$ cat src/inc/bbc_pkg.sv
// constants and types shared by the instruction execution block
package bbc_pkg;
  localparam int          CLK_NS         = 10;
  localparam int          INSTR_CYCLE_NS = 40;
  localparam int          CLKS_PER_INSTR = INSTR_CYCLE_NS / CLK_NS;
  localparam int          PC_W           = 21;
  localparam int          DADDR_W        = 12;
  localparam int          STATUS_W       = 5;
  localparam int          ST_Z           = 2;
  localparam int          ST_OV          = 3;
  localparam logic [4:0]  STATUS_RST     = 5'h00;
  localparam logic [20:0] PC_RST         = 21'h000000;
  localparam logic [20:0] PC_STEP        = 21'h000002;
  localparam logic [15:0] OP_NOP         = 16'h0000;
  localparam logic [3:0]  OP_BIT_INVERT  = 4'h7;
  localparam logic [6:0]  OP_REG_ZERO    = 7'h35;
  localparam logic [7:0]  OP_BR_OVF      = 8'he4;
  localparam logic [7:0]  OP_BR_ZERO     = 8'he0;
  localparam logic [6:0]  OP_CALL        = 7'h76;
  localparam logic [7:0]  INDEXED_MAX    = 8'h5f;
  localparam logic [3:0]  ACCESS_LO_BANK = 4'h0;
  localparam logic [3:0]  ACCESS_HI_BANK = 4'hf;
  localparam logic [7:0]  ZERO_BYTE      = 8'h00;

  typedef enum logic [1:0] {
    Q1 = 2'b00,
    Q2 = 2'b01,
    Q3 = 2'b11,
    Q4 = 2'b10
  } bbc_phase_t;
endpackage

$ cat src/hw/bbc_qphase.sv
// four-phase divider of the instruction cycle
`timescale 1ns/1ps
module bbc_qphase import bbc_pkg::*; (
  input  wire logic       clk,
  input  wire logic       rst_n,
  output bbc_phase_t      phase
);
  typedef struct packed {
    bbc_phase_t phase;
  } bbc_qstate_t;

  bbc_qstate_t st;
  bbc_qstate_t next_st;

  always_comb begin
    next_st = st;
    case (st.phase)
      Q1: next_st.phase = Q2;
      Q2: next_st.phase = Q3;
      Q3: next_st.phase = Q4;
      Q4: next_st.phase = Q1;
      default: next_st.phase = Q1;
    endcase
  end

  always_ff @(posedge clk or negedge rst_n) begin
    if (!rst_n) begin
      st <= '{phase: Q1};
    end else begin
      st <= next_st;
    end
  end

  assign phase = st.phase;
endmodule // bbc_qphase

$ cat src/hw/bbc_core.sv
// execution of bit invert, flag branches, two-word call and register clear
// Operation
// - bit invert flips one bit, flags kept
// - bank flag picks access bank or bank register
// - extended set, offsets up to 95 indexed
// - branch on overflow only when overflow set
// - branch on zero only when zero set
// - taken target is branch address plus 2+2n
// - branch one cycle, taken two with flush
// - call pushes call address plus four first
// - shadow flag copies accumulator, flags, bank
// - call target twenty bits into pc 20:1
// - register clear writes zero, sets zero flag
`timescale 1ns/1ps
module bbc_core import bbc_pkg::*; (
  input  wire logic                CLK,
  input  wire logic                RSTN,
  input  wire logic [15:0]         PROG_DATA,
  input  wire logic [7:0]          DATA_RDATA,
  input  wire logic [3:0]          BANK_SEL,
  input  wire logic [7:0]          ACCUMULATOR,
  input  wire logic [DADDR_W-1:0]  INDEX_BASE,
  input  wire logic                EXT_SET_EN,
  input  wire logic                STATUS_WR,
  input  wire logic [STATUS_W-1:0] STATUS_WDATA,
  output logic [PC_W-1:0]          PROG_ADDR,
  output logic [DADDR_W-1:0]       DATA_ADDR,
  output logic                     DATA_RE,
  output logic                     DATA_WE,
  output logic [7:0]               DATA_WDATA,
  output logic [STATUS_W-1:0]      STATUS,
  output logic                     STACK_PUSH,
  output logic [PC_W-1:0]          STACK_TOP,
  output logic [7:0]               ACCUMULATOR_SHADOW,
  output logic [STATUS_W-1:0]      FLAGS_SHADOW,
  output logic [3:0]               BANK_SELECT_SHADOW,
  output bbc_phase_t               INSTR_PHASE
);
  typedef struct packed {
    logic [PC_W-1:0]     pc;
    logic [15:0]         ir;
    logic [7:0]          rdata;
    logic [DADDR_W-1:0]  daddr;
    logic [7:0]          wdata;
    logic                re;
    logic                we;
    logic [STATUS_W-1:0] status;
    logic                push;
    logic [PC_W-1:0]     stack_top;
    logic [7:0]          acc_sh;
    logic [STATUS_W-1:0] flags_sh;
    logic [3:0]          bank_sh;
  } bbc_core_t;

  localparam bbc_core_t CORE_RST = '{
    pc: PC_RST, ir: OP_NOP, rdata: ZERO_BYTE, daddr: '0, wdata: ZERO_BYTE,
    re: 1'b0, we: 1'b0, status: STATUS_RST, push: 1'b0, stack_top: PC_RST,
    acc_sh: ZERO_BYTE, flags_sh: STATUS_RST, bank_sh: ACCESS_LO_BANK
  };

  logic [1:0]          rst_sync;
  logic                rst_n;
  bbc_phase_t          phase;
  bbc_core_t           st;
  bbc_core_t           next_st;
  logic                is_bit_inv;
  logic                is_reg_zero;
  logic                is_br_ovf;
  logic                is_br_zero;
  logic                is_call;
  logic                is_file;
  logic                br_taken;
  logic [7:0]          bit_mask;
  logic [7:0]          fld;
  logic [PC_W-1:0]     br_offset;
  logic [DADDR_W-1:0]  eff_addr;

  // release of the async reset is retimed so every flop leaves reset together
  always_ff @(posedge CLK or negedge RSTN) begin
    if (!RSTN) begin
      rst_sync <= 2'b00;
    end else begin
      rst_sync <= {rst_sync[0], 1'b1};
    end
  end
  assign rst_n = rst_sync[1];

  bbc_qphase u_qphase (
    .clk   (CLK),
    .rst_n (rst_n),
    .phase (phase)
  );

  assign fld         = st.ir[7:0];
  assign is_bit_inv  = (st.ir[15:12] == OP_BIT_INVERT);
  assign is_reg_zero = (st.ir[15:9] == OP_REG_ZERO);
  assign is_br_ovf   = (st.ir[15:8] == OP_BR_OVF);
  assign is_br_zero  = (st.ir[15:8] == OP_BR_ZERO);
  assign is_call     = (st.ir[15:9] == OP_CALL);
  assign is_file     = is_bit_inv | is_reg_zero;
  assign bit_mask    = 8'h01 << st.ir[11:9];
  // flags come from the register, so a branch never touches them
  assign br_taken    = (is_br_ovf & st.status[ST_OV])
                     | (is_br_zero & st.status[ST_Z]);
  // pc already points past the branch, so adding 2n lands on branch+2+2n
  assign br_offset   = {{12{fld[7]}}, fld, 1'b0};

  always_comb begin
    if (st.ir[8]) begin
      eff_addr = {BANK_SEL, fld};
    end else if (EXT_SET_EN && (fld <= INDEXED_MAX)) begin
      eff_addr = INDEX_BASE + {4'h0, fld};
    end else if (fld <= INDEXED_MAX) begin
      eff_addr = {ACCESS_LO_BANK, fld};
    end else begin
      eff_addr = {ACCESS_HI_BANK, fld};
    end
  end

  always_comb begin
    next_st      = st;
    next_st.push = 1'b0;
    case (phase)
      Q1: begin
        next_st.daddr = eff_addr;
        next_st.re    = is_file;
      end
      Q2: begin
        next_st.re    = 1'b0;
        next_st.rdata = DATA_RDATA;
      end
      Q3: begin
        if (is_bit_inv) begin
          next_st.wdata = st.rdata ^ bit_mask;
          next_st.we    = 1'b1;
        end else if (is_reg_zero) begin
          next_st.wdata = ZERO_BYTE;
          next_st.we    = 1'b1;
        end
        if (is_call) begin
          next_st.push = 1'b1;
          next_st.stack_top  = st.pc + PC_STEP;
          if (st.ir[8]) begin
            next_st.acc_sh   = ACCUMULATOR;
            next_st.flags_sh = st.status;
            next_st.bank_sh  = BANK_SEL;
          end
        end
      end
      Q4: begin
        next_st.we = 1'b0;
        if (STATUS_WR) begin
          next_st.status = STATUS_WDATA;
        end
        // the clear sets zero last so it wins over an outside flag write
        if (is_reg_zero) begin
          next_st.status[ST_Z] = 1'b1;
        end
        if (br_taken) begin
          next_st.pc = st.pc + br_offset;
          next_st.ir = OP_NOP;
        end else if (is_call) begin
          // second word arrives on the fetch bus in this very phase
          next_st.pc = {PROG_DATA[11:0], fld, 1'b0};
          next_st.ir = OP_NOP;
        end else begin
          next_st.ir = PROG_DATA;
          next_st.pc = st.pc + PC_STEP;
        end
      end
      default: next_st = st;
    endcase
  end

  always_ff @(posedge CLK or negedge rst_n) begin
    if (!rst_n) begin
      st <= CORE_RST;
    end else begin
      st <= next_st;
    end
  end

  always_ff @(posedge CLK or negedge rst_n) begin
    if (!rst_n) begin
      INSTR_PHASE <= Q1;
    end else begin
      INSTR_PHASE <= phase;
    end
  end

  assign PROG_ADDR          = st.pc;
  assign DATA_ADDR          = st.daddr;
  assign DATA_RE            = st.re;
  assign DATA_WE            = st.we;
  assign DATA_WDATA         = st.wdata;
  assign STATUS             = st.status;
  assign STACK_PUSH         = st.push;
  assign STACK_TOP          = st.stack_top;
  assign ACCUMULATOR_SHADOW = st.acc_sh;
  assign FLAGS_SHADOW       = st.flags_sh;
  assign BANK_SELECT_SHADOW = st.bank_sh;
endmodule // bbc_core

$ cat config.mk
export PLATFORM = sky130hd
export DESIGN_NAME = bbc_core
export DESIGN_NICKNAME = d
export VERILOG_FILES = /design/src/inc/bbc_pkg.sv /design/src/hw/bbc_qphase.sv /design/src/hw/bbc_core.sv
export SDC_FILE = /design/constraint.sdc
export NUM_CORES = 1
export LEC_CHECK = 0
export BUFFER_PORTS_ARGS = -buffer_cell sky130_fd_sc_hd__buf_2
export CORE_ASPECT_RATIO = 1.2
export CORE_MARGIN = 4
export CORE_UTILIZATION = 40
export CTS_BUF_LIST = sky130_fd_sc_hd__clkbuf_16
export CTS_CLUSTER_DIAMETER = 200
export DETAILED_ROUTE_END_ITERATION = 7
export PLACE_DENSITY = 0.64
export SETUP_SLACK_MARGIN = 0.1
export SYNTH_ARGS = -nofsm -noshare
export SYNTH_HDL_FRONTEND = slang
export SYNTH_SLANG_ARGS = --single-unit
$ cat constraint.sdc
create_clock -name CLK -period 7.45 [get_ports CLK]
set_input_delay 0.3725 -clock CLK [delete_from_list [all_inputs] [get_ports CLK]]
set_output_delay 0.3725 -clock CLK [all_outputs]
set_load 0.01 [all_outputs]
# After elaboration in Yosys (flattened, before gate mapping)
# Index checks and enable logic that the tools add are counted.
# Widths: inputs -> output; s select.
word_totals:
  register_bits: 117
  mem_bits_ro: 0
  wordCells: 65
  latchBits: 0
  mem_count: 0
  inputBits: 57
  ramBits: 0
op_classes:
  div_mod_pow: 0
  bitwise_logic: 5
  eq_ne: 9
  shifts: 1
  n_mux: 17
  magnitude_cmp: 1
  n_addsub: 3
  reduce_logical: 12
  multipliers: 0
ops:
  columns: ["cell", "count"]
  rows:
  - ["$mux 39", 2]
  - ["$mux 37", 2]
  - ["$mux 12", 3]
  - ["$add 21x2->21 const B", 1]
  - ["$add 21x21->21", 1]
  - ["$mux 17", 1]
  - ["$eq 8x8->1 const B", 2]
  - ["$mux 8", 2]
  - ["$add 12x8->12", 1]
  - ["$reduce_and 2->1", 5]
  - ["$le 8x7->1 const B", 1]
  - ["$pmux 2 s4", 1]
  - ["$reduce_bool 2->1", 4]
  - ["$shl 1x3->8 const A", 1]
  - ["$xor 8x8->8", 1]
  - ["$eq 7x6->1 const B", 1]
  - ["$eq 7x7->1 const B", 1]
  - ["$eq 2x2->1 const B", 2]
  - ["$eq 4x3->1 const B", 1]
  - ["$pmux 1 s2", 2]
  - ["$mux 1", 3]
  - ["$mux 3", 1]
  - ["$ne 3x3->1 const B", 1]
  - ["$reduce_and 3->1", 1]
  - ["5 further kinds", 7]

# Depth between registers and ports, before layout
# Gate-level depths: netlist (run 1).
logic_depth:
  word_depth: 4
  ltp_mapped: 11
  ltp_nobuf: 11

# Hierarchy
# A second synthesis (run 1) with hierarchy kept.
hier_totals:
  hier_cells: 772
  hier_area_um2: 7125.6
modules_own_cells:
  columns: ["mod", "area_each_um2", "n_inst", "cells_per_inst"]
  rows:
  - ["bbc_core", 7068.0, 1, 768]
  - ["bbc_qphase", 57.6, 1, 4]

# Least setup slack after synthesis (run 1)
# Ideal clock, no wire load.
synth_timing:
  kind: "register to register"
  startpoint: "register st (netlist bit br_offset[8])"
  endpoint: "register st (netlist bit PROG_ADDR[20])"
  synth_period_minus_slack_ns: 2.533
  required_time_ns: 7.318
  path_stages_with_launch: 10
  n_path_buf: 0
  setup_ns: 0.132
  slack_ns: 4.917
  t_arrival_ns: 2.402
  path_cell_list: "dfrtp_1 ha_1 a21o_1 a21o_1 a221oi_2 o211ai_2 o41ai_4 xnor2_1 a222oi_1 o2bb2ai_1"
synth_via:
  elab_chain_len: 2
synth_rtl:
  columns: ["item", "line", "source"]
  rows:
  - ["start, declared", "bbc_core.sv:64", "bbc_core_t st;"]
  - ["start signal, assigned", "bbc_core.sv:179", "st <= next_st;"]
  - ["$add 21x21->21", "bbc_core.sv:160", "next_st.pc = st.pc + br_offset;"]
  - ["$mux 37", "bbc_core.sv:159", "if (br_taken) begin"]
# Every way passes these cells.
# A chain may end at the register's enable or synchronous reset.

# Final worst setup path (run 1)
layout_timing:
  startpoint: "register st[86] (netlist bit)"
  endpoint: "register st (netlist bit ACCUMULATOR_SHADOW[5])"
layout_via:
  elab_chain_len: 2
layout_rtl:
  columns: ["item", "line", "source"]
  rows:
  - ["$eq 7x7->1", "bbc_core.sv:99", "assign is_call = (st.ir[15:9] == OP_CALL);"]
  - ["$reduce_and 3->1 (no source line)", null, null]
# Every way passes these cells.

==> results of run 1 <==
[registers in the layout, indices dropped and copies added, names as in the netlist]
name                count
FLAGS_SHADOW            5
u_qphase.phase          2
STATUS                  5
PROG_ADDR              20
br_offset               8
STACK_PUSH              1
rst_sync                2
BANK_SELECT_SHADOW      4
DATA_RE                 1
STACK_TOP              20
DATA_WE                 1
DATA_ADDR              12
INSTR_PHASE             2
ACCUMULATOR_SHADOW      8
st                     16
DATA_WDATA              8
[cell usage in the layout (no fill, tap or decap), types with 25 or more instances in the layout]
cell     netlist  routed
dfrtp_1      115     114
a21oi_1       44      44
o21ai_0       55      55
buf_2          6     143
nand3_1       30      30
nand2_1      115     115
mux2_2        28      28
ha_1          28      28
nor2_1        58      58
xnor2_1       25      25
[per-layer routing]
layer | vias to the layer above | routed length (um) | track usage, % | part of all wire [%]
li1 | 2785 | - | - | -
met1 | 2662 | 7740 | 22.5 | 43
met2 | 172 | 8820 | 30.6 | 49
met3 | 35 | 930 | 3.09 | 5.1
met4 | 0 | 588 | 8.23 | 3.3
met5 | - | 0 | 0 | 0
[final timing paths]
path / cells after the start / to / slack (ps)
worst max-delay path: 7 / ACCUMULATOR_SHADOW[5] / 4400
worst min-delay path: 3 / st[86] / 180
worst max register to register: 7 / ACCUMULATOR_SHADOW[5] / 4400
worst min register to register: 0 / rst_sync[1] / 360
max in group asynchronous: 1 / st[85] / 5840
min in group asynchronous: 2 / rst_sync[1] / 270
[where the power goes]
group	internal (mW)	total, mW	switching [mW]
clock	0.549	0.830	0.281
sequential	0.670	0.739	0.0689
combinational	0.181	0.412	0.232
[cells by family after synthesis]
family,after synthesis,synth area share (%)
AOI/OAI and AO/OA,173,15.2
xor gates and xnor gates,47,5.71
adders and majority gates,30,5.42
buffers and inverters,136,11.7
DFF,115,39.9
muxes,35,5.37
other,2,0.104
and+or+nand+nor,259,16.5
[critical path, cell delays in order, from the launching register on]
cell and delay (ps):
dfrtp_1 450, nand4b_1 340, nor2_1 730, nand3_1 150, buf_4 290, inv_1 230
nand2_2 300, mux2_1 410
[metrics by stage]
step	util [%]	power [mW]	cells	setup slack, ps
3_3_place_gp	42.4	1.16	1050	4480
2_1_floorplan	-	1.07	798	4010
3_5_place_dp	42.4	1.16	1050	4450
4_1_cts	45.8	2.00	1082	4430
6_report	45.8	1.98	1082	4400
5_1_grt	45.8	2.08	1082	4200
[layout make-up]
class                      count  area, um^2  area share [%]
tap                          220         275            3.41
clock inverter                14         173            2.14
multi-input combinational    547        3490            43.1
sequential                   115        2880            35.7
inverter                      19        71.3           0.882
clock buffer                  17         425            5.26
timing repair buffer         150         771            9.54
==> results_dict.tcl, run 1 <==
set metrics [dict create \
    placed_area_um2 7470 \
    place_congestion 0.851 \
    start_kind "flip-flop" \
    start_util_pct 40.8 \
    maxCapViolCount 0 \
    max_freq_mhz 328 \
    finClkSkew_ps 8.13 \
    relSlewSlack_pct 30.3 \
    fp-row-count 53 \
    core_um2 17600 \
    critPathKind "reg -> reg" \
    max-clock-path-buffers 2 \
    vdd_drop_max_mv 0.162 \
    synth_top_area_cell "dfrtp_1" \
    htree_levels 4 \
    ys_seq_area_share_pct 39.9 \
    synth-main-ff-cell "dfrtp_1" \
    via_per_inst 5.23 \
    crit_arrival_ps 3340 \
    fin_tns_setup_ps 0 \
    ys_seq_elements 115 \
    totalWireLength_mm 18.1 \
    netlist_area_um2 7200 \
    cts_sinks 115 \
    synth.distinct_cells 70 \
    area_delta_synth_final_pct 12.2 \
    cts_setup_buffers 0 \
    outcome "complete, no violations" \
    synthTopCellsByArea "dfrtp_1, buf_4, nand2_1" \
    rsz0062_at_grt "no" \
    post_drt_wl_per_cell_um 16.7 \
    drc_errors 0 \
    synth.top_cell.area_share_pct 39.9 \
    finalCriticalPeriod_ps 3050 \
    first_iter_violations 469 \
    cp-end-kind "flip-flop" \
    grt_pass1_wl_mm 28.8 \
    final.period_utilization_pct 41.0 \
    crit_start "st[86]" \
    grt_pass1_vias 5577 \
    cts_buffers 17 \
    worst_pin_slew_ps 1050 \
    grtUsageTotal_pct 18.2 \
    min_from "PROG_DATA[12]" \
    gr-total-overflow 0 \
    num_antenna_cells 0 \
    p_per_area_nw_per_um2 245 \
    hold_path_class "in -> reg" \
    fillers 1722 \
    timing.final.hold_violations 0 \
    path_clk_slew_ps 50 \
    io_pins 146 \
    place_hpwl_mm 13.6 \
    syn-mean-instance-area_um2 9.04 \
    hold_buffers 1 \
    leakage_nw 3.89 \
    cts_tree "yes" \
    async_flop_share_pct 100 \
    synth-edff-count 0 \
    final_cell_area_um2 8080 \
    r2r-start "st[86]" \
    vias 5654 \
    yosysWarnings 0 \
    die_h_um 155 \
    drtPass1Iterations 8 \
    syn_inst 797 \
    io_buffers 143 \
    drive_above_1_share_pct 25.9 \
    hold_slack_ps 182 \
    clock_latency_ps 420 \
    grt_start_max_net_pins 62 \
    cts_resized 0 \
    ant_nets 0 \
    path_max_fanout 39 \
    cts-root-buf "clkbuf_16" \
    drv_slew 0 \
    synth_common_cells "dfrtp_1, nand2_1, buf_4" \
    antenna_found_initial 0 \
    worstPathRequired_ps 7740 \
    design.die.area_um2 20200 \
    setup-violations-final 0 \
    die_w_um 131 \
    layout.nets 937 \
]
Power figures use the tool's default switching activity.
==> inputs of run 2 (changes only) <==
- clock period: 7.45 -> 3 ns (I/O delays scaled with it)
==> run 2 against run 1 <==
  * Global-route usage is 0.63 points higher
  * Maximum frequency is 19% higher
  * Worst setup slack worse by 4000 ps
  * Clock power grew to 2.6 times the previous value
  * Core utilization is 2.8 points higher
  * Die area stayed put
  * Via count is 2.7% higher
  * Cell count is 4.3% higher
  * Critical endpoint is now PROG_ADDR[19]
  * Largest cell class unchanged
  * Highest routed layer unchanged
==> results_dict.tcl, run 2 (same netlist as run 1, synthesis figures left out) <==
set metrics [dict create \
    drv_slew 0 \
    layout_commonest_cell "buf_2" \
    vias 5805 \
    die_w_um 131 \
    clock_latency_ps 410 \
    grt_start_max_net_pins 56 \
    io_buffers 143 \
    rsz0062_at_grt "no" \
    via_per_inst 5.14 \
    fp-row-count 53 \
    htree_levels 4 \
    finalCriticalPeriod_ps 2570 \
    critPathKind "reg -> reg" \
    start_kind "flip-flop" \
    place_hpwl_mm 13.9 \
    gr-total-overflow 0 \
    cts_buffers 17 \
    max_freq_mhz 390 \
    outcome "complete, no violations" \
    final.period_utilization_pct 85.6 \
    layout.nets 984 \
    crit_arrival_ps 2910 \
    grt_pass1_vias 5773 \
    antenna_found_initial 0 \
    place_congestion 0.904 \
    leakage_nw 4.11 \
    drtPass1Iterations 4 \
    cts_sinks 115 \
    drive_above_1_share_pct 26.4 \
    p_per_area_nw_per_um2 592 \
    start_util_pct 40.8 \
    cts_tree "yes" \
    cp_slowest_cell "or4b_1" \
    relSlewSlack_pct 47.2 \
    worstPathRequired_ps 3340 \
    path_clk_slew_ps 50 \
    first_iter_violations 297 \
    fin_tns_setup_ps 0 \
    crit_path_max_incr_delay_ps 480 \
    vdd_drop_max_mv 0.369 \
    fillers 1680 \
    num_antenna_cells 0 \
    grtUsageTotal_pct 18.8 \
    crit_chain "inv_1 -> fa_1 -> nor2b_1 -> o21ai_0 -> a21boi_1 -> o31ai_1 -> nand2_1 -> a311oi_1 -> or4b_1 -> nand3_1" \
    cts-root-buf "clkbuf_16" \
    max-clock-path-buffers 2 \
    post_drt_wl_per_cell_um 16.4 \
    die_h_um 155 \
    ant_nets 0 \
    cp-end-kind "flip-flop" \
    grt_pass1_wl_mm 30.0 \
    area_delta_synth_final_pct 19.0 \
    setup-violations-final 0 \
    finalPower_mw 5.07 \
    path_max_fanout 7 \
    totalWireLength_mm 18.6 \
    mostFrequentLayoutCells "buf_2, nand2_1, dfrtp_1, nor2_1, o21ai_0" \
    worst_pin_slew_ps 793 \
    core_um2 17600 \
    design.die.area_um2 20200 \
    drc_errors 0 \
    timing.final.hold_violations 0 \
    finClkSkew_ps 7.20 \
    hold_path_class "in -> reg" \
    io_pins 146 \
    maxCapViolCount 0 \
]
-- run 2: changes by cell type in the layout (fill, tap and decap cells not counted), sizes merged --
| cell | previous run | this run |
|---|---|---|
| bufinv | 4 | 5 |
| clkinvlp | 2 | 0 |
| inv | 22 | 20 |
| buf | 149 | 161 |
| clkinv | 5 | 8 |
| dlygate4sd3 | 1 | 36 |
-- run 2: final timing paths --
| kind | start | endpoint | slack, ps | cells past startpoint |
|---|---|---|---|---|
| min reg2reg | rst_sync[0] | rst_sync[1] | 350 | 0 |
| max reg2reg | PROG_ADDR[2] | PROG_ADDR[19] | 430 | 10 |
| max in group asynchronous | rst_sync[1] | PROG_ADDR[7] | 1830 | 1 |
| min | PROG_DATA[11] | st[85] | 40 | 3 |
| min in group asynchronous | RSTN | rst_sync[1] | 50 | 2 |
| max | PROG_ADDR[2] | PROG_ADDR[19] | 430 | 10 |
-- run 2: cell type report --
class	instances	area [um^2]	area share, %
well taps	220	275	3.21
flip-flops and latches	115	2880	33.6
inverters	19	71.3	0.832
clock buffers	17	425	4.96
repair buffers	197	1220	14.3
clock inverters	14	194	2.26
multi-input cells	547	3500	40.8
-- run 2: timing repair --
item	CTS	global route
hold buffers	36	0
endpoints found under the setup margin	0	4
setup buffers	0	0
resized for setup	0	4
hold endpoints to repair	37	0
-- run 2: power breakdown --
part / switching [mW] / internal (mW)
registers: 0.159 / 1.66
logic: 0.601 / 0.490
clock network: 0.708 / 1.45
total: 1.47 / 3.60
-- run 2: stage by stage --
stage          util [%]  std cells  instance area [um^2]  worst slack [ps]  hold slack [ps]
5_1_grt            48.6       1129                  8570               127             14.8
3_5_place_dp       43.0       1062                  7580               344            -62.9
4_1_cts            48.5       1129                  8560               303             12.4
3_3_place_gp       43.0       1062                  7580               380            -63.4
6_report           48.6       1129                  8570               433             39.3
2_1_floorplan         -        798                  7210               467             -146
-- run 2: routing by layer --
layer,GRT usage (%),part of all wire [%],up-vias
li1,-,-,2879
met3,4.36,5.0,21
met1,23.5,42,2744
met2,31.8,51,161
met5,0,0,-
met4,6.03,1.9,0
-- run 2: worst max-delay path, delay by kind of cell (launching register included) --
family | cells | cell delay [ps]
adder cells (fa/ha/maj) | 1 | 470
flip-flops | 1 | 470
buffers and inverters | 1 | 110
AND/OR/NAND/NOR | 4 | 800
AO/OA/AOI/OAI | 4 | 640
